## config.mk

```make
export PLATFORM = sky130hd
export DESIGN_NAME = boot_defaults_sleep_control
export DESIGN_NICKNAME = d
export VERILOG_FILES = /design/src/boot_sleep_pkg.sv /design/src/sync_two_ff.sv /design/src/period_tick.sv /design/src/boot_defaults_sleep_control.sv
export VERILOG_INCLUDE_DIRS = /design/src /design/src/src
export SDC_FILE = /design/constraint.sdc
export NUM_CORES = 1
export LEC_CHECK = 0
export BUFFER_PORTS_ARGS = -buffer_cell sky130_fd_sc_hd__buf_4
export CORE_MARGIN = 2
export CORE_UTILIZATION = 45
export DETAILED_ROUTE_END_ITERATION = 8
export PLACE_DENSITY = 0.67
export SKIP_LAST_GASP = 1
export SYNTH_ARGS = -nofsm -noshare
export SYNTH_HDL_FRONTEND = slang
export SYNTH_SLANG_ARGS = --single-unit
export TNS_END_PERCENT = 20
```

## constraint.sdc

```tcl
create_clock -name clk -period 2.3 [get_ports clk]
set_input_delay 0.115 -clock clk [delete_from_list [all_inputs] [get_ports clk]]
set_output_delay 0.115 -clock clk [all_outputs]
set_load 0.02 [all_outputs]
```

## src/boot_sleep_consts.svh

```systemverilog
// Constants for the boot-default and sleep control block.
// Assumes one 200 MHz clock and a synchronous active-high reset.
// Summary of operation
// RL1: RTC regulator off-state power select, default 0
// RL2: Slow clock source select, default crystal
// RL3: Keep-on request holds device powered, default 0
// RL4: Slot length 0.5 ms or 2 ms, default 2
// RL5: Long press turns device off, default 1
// RL6: Core reset once off after press, default 1
// RL7: Interrupt output polarity select, default low
// RL8: Supply-insert mask gates auto switch-on, default 1
// RL9: Pin 4/5 edge masks, falls 1 rises 0
// RL10: Pin 0 open-drain select bit stored, default 0; pin 0 driven push-pull except during reset
// RL11: Watchdog enable, 100 s period, default 1
// RL12: Divider buffer bypass, default buffer disabled
// RL13: Boot gate threshold field, default 3.1 V
// RL14: Auto keep-on sets keep-on after power-on
// RL15: Power-down input polarity, default active-low
// RL16: Sleep edge enters SLEEP unless disabled
// RL17: Opposite sleep edge returns to ACTIVE
// RL18: Sleep input polarity selectable, no debouncing
// RL19: Keep masks hold resources active in SLEEP
// RL20: Switcher mask bit keeps slow clock running
// RL21: External enable outputs follow sleep state
// RL22: Boot select pin picks fixed or stored values
// RL23: Sleep input synchronised before edge detection
`ifndef BOOT_SLEEP_CONSTS_SVH
`define BOOT_SLEEP_CONSTS_SVH

// Fixed-boot defaults
`define FIX_RTC_OFF_POWER      1'h0
`define FIX_CLOCK_SOURCE       1'h0
`define FIX_KEEP_ON            1'h0
`define FIX_SLOT_LENGTH        1'h1
`define FIX_LP_OFF             1'h1
`define FIX_LP_RESET           1'h1
`define FIX_IRQ_POL            1'h0
`define FIX_SUPPLY_MASK        1'h1
`define FIX_FALL_MASK          1'h1
`define FIX_RISE_MASK          1'h0
`define FIX_OPEN_DRAIN         1'h0
`define FIX_WDOG_EN            1'h1
`define FIX_BUF_BYPASS         1'h1
`define FIX_THRESHOLD          5'h0c
`define FIX_AUTO_KEEP_ON       1'h1
`define FIX_PD_POL             1'h0

// Register map
`define ADDR_CTRL              4'h0
`define ADDR_SLEEP_CFG         4'h1
`define ADDR_LINEAR_MASK       4'h2
`define ADDR_SWITCHER_MASK     4'h3
`define ADDR_STATUS            4'h4
`define ADDR_EXT_ENABLE        4'h5
// Switcher mask bit for the slow clock output
`define SW_CLK_BIT             7
// Count reached in BOOT before ACTIVE (BOOT lasts 3 cycles) so the boot select pin clears its synchroniser
`define BOOT_SYNC_CYC          2'h2

// Timing
`define CLK_HZ                 200000000
`define SLOT_SHORT_US          500
`define SLOT_LONG_US           2000
`define SLOT_SHORT_CYC   ((`SLOT_SHORT_US * (`CLK_HZ / 1000000)))
`define SLOT_LONG_CYC    ((`SLOT_LONG_US * (`CLK_HZ / 1000000)))
`define WDOG_PERIOD_S          100
`define WDOG_CYC         (64'd100 * 64'd200000000)
`endif

```

## src/boot_sleep_pkg.sv

```systemverilog
// Types for the boot-default and sleep control block.
// Assumes boot_sleep_consts.svh supplies the numbers.
package boot_sleep_pkg;

	// General control bits loaded at boot
	typedef struct packed {
		logic       rtc_ldo_off_power_sel;
		logic       slow_clock_source_sel;
		logic       keep_on_request;
		logic       slot_length_sel;
		logic       button_long_press_off_en;
		logic       button_long_press_core_reset;
		logic       irq_polarity_sel;
		logic       supply_insert_irq_mask;
		logic       pin5_fall_irq_mask;
		logic       pin5_rise_irq_mask;
		logic       pin4_fall_irq_mask;
		logic       pin4_rise_irq_mask;
		logic       pin0_open_drain_sel;
		logic       watchdog_en;
		logic       divider_buffer_bypass;
		logic [4:0] boot_gate_threshold;
		logic       auto_keep_on_sel;
		logic       power_down_input_polarity;
	} boot_ctrl_t;

	// Power state, Gray coded
	typedef enum logic [1:0] {
		ST_BOOT   = 2'h0,
		ST_ACTIVE = 2'h1,
		ST_SLEEP  = 2'h3
	} power_state_t;

endpackage

```

## src/sync_two_ff.sv

```systemverilog
// Two-flip-flop level synchroniser.
// Assumes the input is asynchronous to clk.
`timescale 1ns/100ps
module sync_two_ff #(
	parameter int WIDTH = 1
) (
	// Clock and reset
	input  wire logic             clk,
	input  wire logic             reset,
	// Data
	input  wire logic [WIDTH-1:0] async_in,
	output logic      [WIDTH-1:0] sync_out
);
	logic [WIDTH-1:0] meta_reg;

	// First stage read only by second stage
	always_ff @(posedge clk) begin
		if (reset) begin
			meta_reg <= '0;
			sync_out <= '0;
		end else begin
			meta_reg <= async_in;
			sync_out <= meta_reg;
		end
	end
endmodule

```

## src/period_tick.sv

```systemverilog
// Programmable period divider giving a one-cycle enable pulse.
// Assumes period is held steady while enabled.
`timescale 1ns/100ps
module period_tick #(
	parameter int CW = 40
) (
	// Clock and reset
	input  wire logic          clk,
	input  wire logic          reset,
	// Control
	input  wire logic          enable,
	input  wire logic [CW-1:0] period,
	// Pulse
	output logic               tick
);
	logic [CW-1:0] count_reg;

	// Count up and pulse on wrap
	always_ff @(posedge clk) begin
		if (reset || !enable) begin
			count_reg <= '0;
			tick      <= 1'b0;
		end else if (count_reg >= period - CW'(1)) begin
			count_reg <= '0;
			tick      <= 1'b1;
		end else begin
			count_reg <= count_reg + CW'(1);
			tick      <= 1'b0;
		end
	end
endmodule

```

## src/boot_defaults_sleep_control.sv

```systemverilog
// Boot-default control bits and sleep state control.
// Assumes a host on the register port and async pins from outside.
//
// The plain strobed port and the placing of the registers were left to the implementer.
`timescale 1ns/100ps
`include "boot_sleep_consts.svh"
module boot_defaults_sleep_control #(
	parameter int        NLIN       = 8,
	parameter int        NSW        = 8,
	parameter logic [63:0] WDOG_CYCLES = `WDOG_CYC
) (
	// Clock and reset
	input  wire logic                        clk,
	input  wire logic                        reset,
	// Register port
	input  wire logic [3:0]                  addr,
	input  wire logic [31:0]                 wdata,
	input  wire logic                        wr_en,
	input  wire logic                        rd_en,
	output logic      [31:0]                 rdata,
	// Pins
	input  wire logic                        boot_select_pin,
	input  wire logic                        sleep_pin,
	input  wire logic                        sleep_disable,
	input  wire logic                        irq_event,
	input  wire logic                        button_long_press,
	input  wire logic                        device_off,
	input  wire logic                        power_on_done,
	// Stored boot values
	input  wire boot_sleep_pkg::boot_ctrl_t  stored_ctrl,
	// Outputs
	output boot_sleep_pkg::boot_ctrl_t       ctrl_out,
	output logic                             in_sleep,
	output logic                             slot_tick,
	output logic                             watchdog_tick,
	output logic                             irq_out,
	output logic                             slow_clock_output_en,
	output logic      [NLIN-1:0]             linear_full_power,
	output logic      [NSW-1:0]              switcher_full_power,
	output logic      [3:0]                  ext_enable_out,
	output logic                             power_off_req,
	output logic                             core_reset_req,
	output logic                             pin0_drive_oe_n
);
	boot_sleep_pkg::boot_ctrl_t   ctrl_reg;
	boot_sleep_pkg::power_state_t state_reg;
	logic [NLIN-1:0] lin_mask_reg;
	logic [NSW-1:0]  sw_mask_reg;
	logic [3:0]      ext_sleep_reg;
	logic [3:0]      ext_act_reg;
	logic            sleep_inv_reg;
	logic            sleep_s;
	logic            sleep_prev_reg;
	logic            boot_s;
	logic            sleep_lvl;
	logic            sleep_enter;
	logic            sleep_exit;
	logic            slot_pulse;
	logic            wdog_pulse;
	logic [39:0]     slot_period;
	logic [1:0]      boot_wait_reg;

	// Hold BOOT until the synchronised boot select is valid
	always_ff @(posedge clk) begin
		if (reset)
			boot_wait_reg <= 2'h0;
		else if (state_reg == boot_sleep_pkg::ST_BOOT &&
				boot_wait_reg != `BOOT_SYNC_CYC)
			boot_wait_reg <= boot_wait_reg + 2'h1; // RL22
	end

	// Sleep and boot select pins cross into the clock domain
	sync_two_ff #(.WIDTH(2)) u_sync (
		.clk      (clk),
		.reset    (reset),
		.async_in ({sleep_pin, boot_select_pin}),
		.sync_out ({sleep_s, boot_s})
	); // RL23

	// Polarity-corrected sleep level, low means asleep
	assign sleep_lvl   = sleep_s ^ sleep_inv_reg; // RL18
	assign sleep_enter = sleep_prev_reg && !sleep_lvl; // RL16
	assign sleep_exit  = !sleep_prev_reg && sleep_lvl; // RL17

	// Edge history of the synchronised level
	always_ff @(posedge clk) begin
		if (reset)
			sleep_prev_reg <= 1'b1;
		else
			sleep_prev_reg <= sleep_lvl;
	end

	// Boot load picks fixed or stored bits, then host writes
	always_ff @(posedge clk) begin
		if (reset) begin
			ctrl_reg <= '0;
		end else if (state_reg == boot_sleep_pkg::ST_BOOT) begin
			if (boot_s) begin // RL22
				ctrl_reg <= stored_ctrl;
			end else begin
				ctrl_reg.rtc_ldo_off_power_sel <= `FIX_RTC_OFF_POWER; // RL1
				ctrl_reg.slow_clock_source_sel <= `FIX_CLOCK_SOURCE; // RL2
				ctrl_reg.keep_on_request <= `FIX_KEEP_ON; // RL3
				ctrl_reg.slot_length_sel <= `FIX_SLOT_LENGTH; // RL4
				ctrl_reg.button_long_press_off_en <= `FIX_LP_OFF; // RL5
				ctrl_reg.button_long_press_core_reset <= `FIX_LP_RESET; // RL6
				ctrl_reg.irq_polarity_sel <= `FIX_IRQ_POL; // RL7
				ctrl_reg.supply_insert_irq_mask <= `FIX_SUPPLY_MASK; // RL8
				ctrl_reg.pin5_fall_irq_mask <= `FIX_FALL_MASK; // RL9
				ctrl_reg.pin5_rise_irq_mask <= `FIX_RISE_MASK; // RL9
				ctrl_reg.pin4_fall_irq_mask <= `FIX_FALL_MASK; // RL9
				ctrl_reg.pin4_rise_irq_mask <= `FIX_RISE_MASK; // RL9
				ctrl_reg.pin0_open_drain_sel <= `FIX_OPEN_DRAIN; // RL10
				ctrl_reg.watchdog_en <= `FIX_WDOG_EN; // RL11
				ctrl_reg.divider_buffer_bypass <= `FIX_BUF_BYPASS; // RL12
				ctrl_reg.boot_gate_threshold <= `FIX_THRESHOLD; // RL13
				ctrl_reg.auto_keep_on_sel <= `FIX_AUTO_KEEP_ON; // RL14
				ctrl_reg.power_down_input_polarity <= `FIX_PD_POL; // RL15
			end
		end else if (wr_en && addr == `ADDR_CTRL) begin
			ctrl_reg <= boot_sleep_pkg::boot_ctrl_t'(wdata[21:0]);
		end else if (power_on_done && ctrl_reg.auto_keep_on_sel) begin
			ctrl_reg.keep_on_request <= 1'b1; // RL14
		end
	end

	// Sleep configuration and keep masks written by the host
	always_ff @(posedge clk) begin
		if (reset) begin
			sleep_inv_reg <= 1'b0;
			lin_mask_reg  <= '0;
			sw_mask_reg   <= '0;
			ext_sleep_reg <= '0;
			ext_act_reg   <= '1;
		end else if (wr_en) begin
			case (addr)
			`ADDR_SLEEP_CFG: sleep_inv_reg <= wdata[0];
			`ADDR_LINEAR_MASK: lin_mask_reg <= wdata[NLIN-1:0];
			`ADDR_SWITCHER_MASK: sw_mask_reg <= wdata[NSW-1:0];
			`ADDR_EXT_ENABLE: begin
				ext_act_reg   <= wdata[3:0];
				ext_sleep_reg <= wdata[7:4];
			end
			default: ;
			endcase
		end
	end

	// Power state machine
	always_ff @(posedge clk) begin
		if (reset) begin
			state_reg <= boot_sleep_pkg::ST_BOOT;
		end else begin
			case (state_reg)
			boot_sleep_pkg::ST_BOOT:
				if (boot_wait_reg == `BOOT_SYNC_CYC)
					state_reg <= boot_sleep_pkg::ST_ACTIVE; // RL22
			boot_sleep_pkg::ST_ACTIVE:
				if (sleep_enter && !sleep_disable)
					state_reg <= boot_sleep_pkg::ST_SLEEP; // RL16
			boot_sleep_pkg::ST_SLEEP:
				if (sleep_exit)
					state_reg <= boot_sleep_pkg::ST_ACTIVE; // RL17
			default:
				state_reg <= boot_sleep_pkg::ST_BOOT;
			endcase
		end
	end

	// Slot and watchdog dividers
	assign slot_period = ctrl_reg.slot_length_sel ?
		40'(`SLOT_LONG_CYC) : 40'(`SLOT_SHORT_CYC); // RL4
	period_tick #(.CW(40)) u_slot (
		.clk    (clk),
		.reset  (reset),
		.enable (1'b1),
		.period (slot_period),
		.tick   (slot_pulse)
	);
	period_tick #(.CW(40)) u_wdog (
		.clk    (clk),
		.reset  (reset),
		.enable (ctrl_reg.watchdog_en), // RL11
		.period (WDOG_CYCLES[39:0]),
		.tick   (wdog_pulse)
	);

	// Registered outputs
	always_ff @(posedge clk) begin
		if (reset) begin
			ctrl_out             <= '0;
			in_sleep             <= 1'b0;
			slot_tick            <= 1'b0;
			watchdog_tick        <= 1'b0;
			irq_out              <= 1'b1;
			slow_clock_output_en <= 1'b0;
			linear_full_power    <= '0;
			switcher_full_power  <= '0;
			ext_enable_out       <= '0;
			power_off_req        <= 1'b0;
			core_reset_req       <= 1'b0;
			pin0_drive_oe_n      <= 1'b1;
		end else begin
			ctrl_out      <= ctrl_reg;
			in_sleep      <= state_reg == boot_sleep_pkg::ST_SLEEP;
			slot_tick     <= slot_pulse;
			watchdog_tick <= wdog_pulse;
			irq_out       <= irq_event ^ ~ctrl_reg.irq_polarity_sel; // RL7
			if (state_reg == boot_sleep_pkg::ST_SLEEP) begin
				linear_full_power   <= lin_mask_reg; // RL19
				switcher_full_power <= sw_mask_reg; // RL19
				slow_clock_output_en <= sw_mask_reg[`SW_CLK_BIT]; // RL20
				ext_enable_out <= ext_sleep_reg; // RL21
			end else begin
				linear_full_power    <= '1;
				switcher_full_power  <= '1;
				slow_clock_output_en <= state_reg != boot_sleep_pkg::ST_BOOT;
				ext_enable_out <= ext_act_reg; // RL21
			end
			power_off_req  <= button_long_press &&
				ctrl_reg.button_long_press_off_en; // RL5
			core_reset_req <= device_off &&
				ctrl_reg.button_long_press_core_reset; // RL6
			pin0_drive_oe_n <= 1'b0; // RL10
		end
	end

	// Read port, data one cycle after the strobe
	always_ff @(posedge clk) begin
		if (reset) begin
			rdata <= '0;
		end else if (rd_en) begin
			case (addr)
			`ADDR_CTRL: rdata <= {10'h000, ctrl_reg};
			`ADDR_SLEEP_CFG: rdata <= {31'h0, sleep_inv_reg};
			`ADDR_LINEAR_MASK: rdata <= 32'(lin_mask_reg);
			`ADDR_SWITCHER_MASK: rdata <= 32'(sw_mask_reg);
			`ADDR_STATUS: rdata <= {29'h0, sleep_s, state_reg};
			`ADDR_EXT_ENABLE: rdata <= {24'h0, ext_sleep_reg, ext_act_reg};
			default: rdata <= '0;
			endcase
		end else begin
			rdata <= '0;
		end
	end
endmodule

```

==> results.py <==
metrics = {
    "detailed_routing": {
        "finalWirelength_um": 19500,
        "drtPass1Iterations": 5,
        "final_antenna_net_count": 0,
        "vias_per_cell": 5.09,
        "via_count": 6633,
        "drt_iter0_drc": 361,
        "drc": 0,
        "wl_per_cell_um": 14.9,
    },
    "global_routing": {
        "grt_first_pass_wirelength_um": 30900,
        "grt_max_degree": 47,
        "grt_pass1_vias": 6214,
        "antenna_found_initial": 0,
        "grt_use_total": 0.204,
        "grt_overflow_total": 0,
    },
    "clocking": {
        "cts_buffers": 23,
        "post_cts.repair.setup_buffers": 0,
        "clk_pin_slew_ns": 0.06,
        "cts_tree": "built",
        "cts_max_path_buffers": 3,
        "clkSinkCount": 210,
        "cts-root-buf": "clkbuf_16",
        "htreeDepth": 1,
        "clock_latency_ns": 0.51,
    },
    "synthesis": {
        "syn_avg_cell_area_sq_um": 9.29,
        "synth-edff-count": 0,
        "synth_ff_type": "dfxtp_1",
        "synth.area.top_cells": "dfxtp_1 (53%), nand2_1 (4.8%), nor3_1 (3.8%)",
        "yosys_warnings": 0,
        "yosysSeqAreaShare": 0.526,
        "synth_cell_types": 53,
        "ys_async_sr_fraction": 0,
        "syn_area_sq_mm": 0.00799,
        "yosys.area.top_type": "dfxtp_1",
        "ys_ff_latch": 210,
        "synth_top_area_frac": 0.526,
        "syn_inst": 860,
    },
    "critical_path": {
        "cp-end-kind": "register",
        "worst_setup_path_start_kind": "register",
        "crit_fanout": 22,
        "cp_slowest_cell": "dlygate4sd3_1",
        "regToRegSetupSlack_ns": 0.25,
        "worstReg2RegStart": "state_reg[0]",
        "crit_path_cell_trace": "or2_4, buf_12, a21oi_1, a311oi_1, dlygate4sd3_1",
        "worst_r2r_path_depth": 5,
        "critPathKind": "reg -> reg",
        "worstPathArrival_ns": 2.49,
        "critPathRequiredTime_ns": 2.74,
        "r2r_end": "ctrl_reg[21]",
        "cp_slowest_stage_delay_ns": 0.60,
    },
    "finish": {
        "nFillCells": 1473,
        "final_util": 0.606,
        "synthToLayoutAreaGrowth_pct": 31.7,
        "design_area_sq_mm": 0.0105,
        "multi_input_area_sq_mm": 0.00358,
        "final_nets": 1143,
        "drive_gt1_frac": 0.188,
        "fin_cells": 1303,
        "seq_area_sq_mm": 0.00420,
        "diodes": 0,
    },
    "min_path": {
        "whs_path_depth": 1,
        "min-delay-start": "reset",
        "hp-class": "in -> reg",
        "holdPathEnd": "pin0_drive_oe_n",
    },
    "sta": {
        "period_share": 0.892,
        "hold_viol_final": 0,
        "finalWorstSetupSlack_ns": 0.248,
        "setup_violations": 0,
        "max_freq_ghz": 0.487,
        "fin_tns_setup_ns": 0,
        "fin_crit_ns": 2.05,
        "grt_setup_unrepaired": "false",
        "maxSlewHeadroom": 0.567,
        "report.final.slew_viol_count": 0,
        "finClkSkew_ns": 0.0111,
        "worst_slew_pin_slew_ns": 0.648,
    },
    "die": {
        "num_rows": 48,
        "initial_core_util": 0.460,
        "die_area_sq_mm": 0.0188,
        "chipHeight_um": 137,
        "fp.dieW_um": 137,
        "core_area_sq_mm": 0.0174,
        "io_pins": 151,
    },
    "place": {
        "gp_congestion": 0.827,
        "placed_cells": 1213,
        "preCtsSetupSlack_ns": 0.298,
        "post_dp_cell_area_sq_mm": 0.00929,
        "dp_hpwl_um": 12900,
        "io_buffer_count": 130,
    },
    "power": {
        "power_density_mw_per_mm2": 806,
        "p_leak_nw": 4.18,
        "internal_power_mw": 6.43,
        "pwr-share-clk": 0.420,
        "power_switching_mw": 2.05,
        "combPwrFrac": 0.114,
        "p_sw_frac": 0.242,
        "sequentialPowerShare": 0.466,
        "peakVddDrop_uv": 547,
    },
    "run": {
        "drv_cap": 0,
    },
    "status": {
        "status": "complete, no violations",
    },
}
[metal layers]
layer	vias to the layer above	global-route usage	wire length, um
met5	-	0	0
met4	0	0.0401	238
met3	22	0.0372	1310
met2	192	0.345	9130
met1	3085	0.274	8790
li1	3334	-	-
[placed cells by master, fill, tap and decap left out, types with 4 or more instances in the layout]
| cell | Yosys | final |
|---|---|---|
| clkbuf_1 | 38 | 5 |
| nor2_1 | 67 | 67 |
| mux2i_1 | 5 | 5 |
| clkbuf_8 | 0 | 9 |
| xor2_1 | 34 | 34 |
| a22oi_1 | 6 | 6 |
| nor2b_1 | 32 | 32 |
| xnor2_1 | 20 | 20 |
| inv_1 | 8 | 8 |
| dfxtp_1 | 210 | 210 |
| a21oi_1 | 44 | 44 |
| clkbuf_16 | 0 | 23 |
| nand4_1 | 19 | 19 |
| a22o_1 | 6 | 6 |
| conb_1 | 1 | 35 |
| nand3_1 | 47 | 47 |
| and2_1 | 21 | 21 |
| nand2_1 | 103 | 103 |
| buf_4 | 10 | 156 |
| nor4_1 | 11 | 11 |
| and3_1 | 7 | 7 |
| and4_1 | 6 | 6 |
| a311oi_1 | 21 | 21 |
| dlygate4sd3_1 | 0 | 48 |
| nor3b_1 | 16 | 16 |
| a211o_1 | 4 | 4 |
| nor3_1 | 60 | 60 |
| ha_1 | 13 | 13 |
[power groups by stage]
| stage | Combinational [mW] | Clock (mW) | Sequential (mW) |
|---|---|---|---|
| global route | 1.06 | 3.80 | 3.98 |
| CTS | 0.955 | 3.63 | 3.95 |
| global placement | 0.841 | 0 | 4.03 |
| detailed placement | 0.853 | 0 | 4.03 |
| floorplan | 0.443 | 0 | 4.08 |
| finish | 0.964 | 3.56 | 3.95 |
[cell type report]
type / instances / share of cell area
Multi-Input combinational cell: 613 / 0.341
Timing Repair Buffer: 205 / 0.159
Clock buffer: 37 / 0.0682
Tap cell: 225 / 0.0268
Clock inverter: 5 / 0.00333
Inverter: 8 / 0.00285
Sequential cell: 210 / 0.399
[metrics by stage]
step           hold slack [ns]  total power, mW
3_5_place_dp             0.326             4.89
5_1_grt                 0.0230             8.84
4_1_cts                 0.0108             8.54
2_1_floorplan            0.143             4.52
6_report                0.0161             8.48
3_3_place_gp             0.319             4.87
[cells by family (layout without fill, tap and decap cells)]
logic type,Yosys count,after routing,share of synthesized area
AND/OR/NAND/NOR,402,402,0.252
flip-flops,210,210,0.526
AO/OA/AOI/OAI,101,101,0.0886
buffers and inverters,71,255,0.0426
XOR/XNOR,54,54,0.0592
adder cells (fa/ha/maj),13,13,0.0204
multiplexers,8,8,0.0105
other,1,35,0.000469
[Yosys cell counts, types with 2 or more instances]
cell and number:
xor2_1 34, clkbuf_1 38, nor3b_1 16, nor3_1 60
a22o_1 6, a311oi_1 21, nand3_1 47, buf_4 10
a21oi_1 44, nand4_1 19, nor4_1 11, o21ai_0 2
and4_1 6, nand2b_1 3, inv_1 8, buf_6 3
and3_1 7, nor2b_1 32, dfxtp_1 210, a22oi_1 6
a21o_1 2, xnor2_1 20, nand2_1 103, ha_1 13
mux2i_1 5, mux2_2 3, nor4bb_1 2, o221ai_1 2
nor2_1 67, or2_2 2, a211oi_1 2, a211o_1 4
buf_2 11, and2_1 21, o211ai_1 2
[timing repair]
item                                    CTS  global route
hold endpoints to repair                 54             0
endpoints found under the setup margin    0             1
gates resized for setup                   0             1
hold buffers                             48             0
[worst max-delay path: cells and delay by family (launching register included)]
family	cells	cell delay, ns
compound gates	2	0.32
buf+inv	2	0.79
flops	1	0.53
simple gates	1	0.34
[worst max-delay path by stage]
stage / startpoint / endpoint / slack, ns
2_1_floorplan: ctrl_reg[18] / u_slot.count_reg[1] / 0.36
3_3_place_gp: ctrl_reg[18] / u_slot.count_reg[1] / 0.34
3_5_place_dp: ctrl_reg[18] / u_slot.count_reg[1] / 0.30
4_1_cts: state_reg[0] / ctrl_reg[18] / 0.21
5_1_grt: ctrl_reg[18] / u_slot.count_reg[10] / 0.02
6_report: state_reg[0] / ctrl_reg[21] / 0.25
Note: power is estimated with default switching activity, not from simulation.
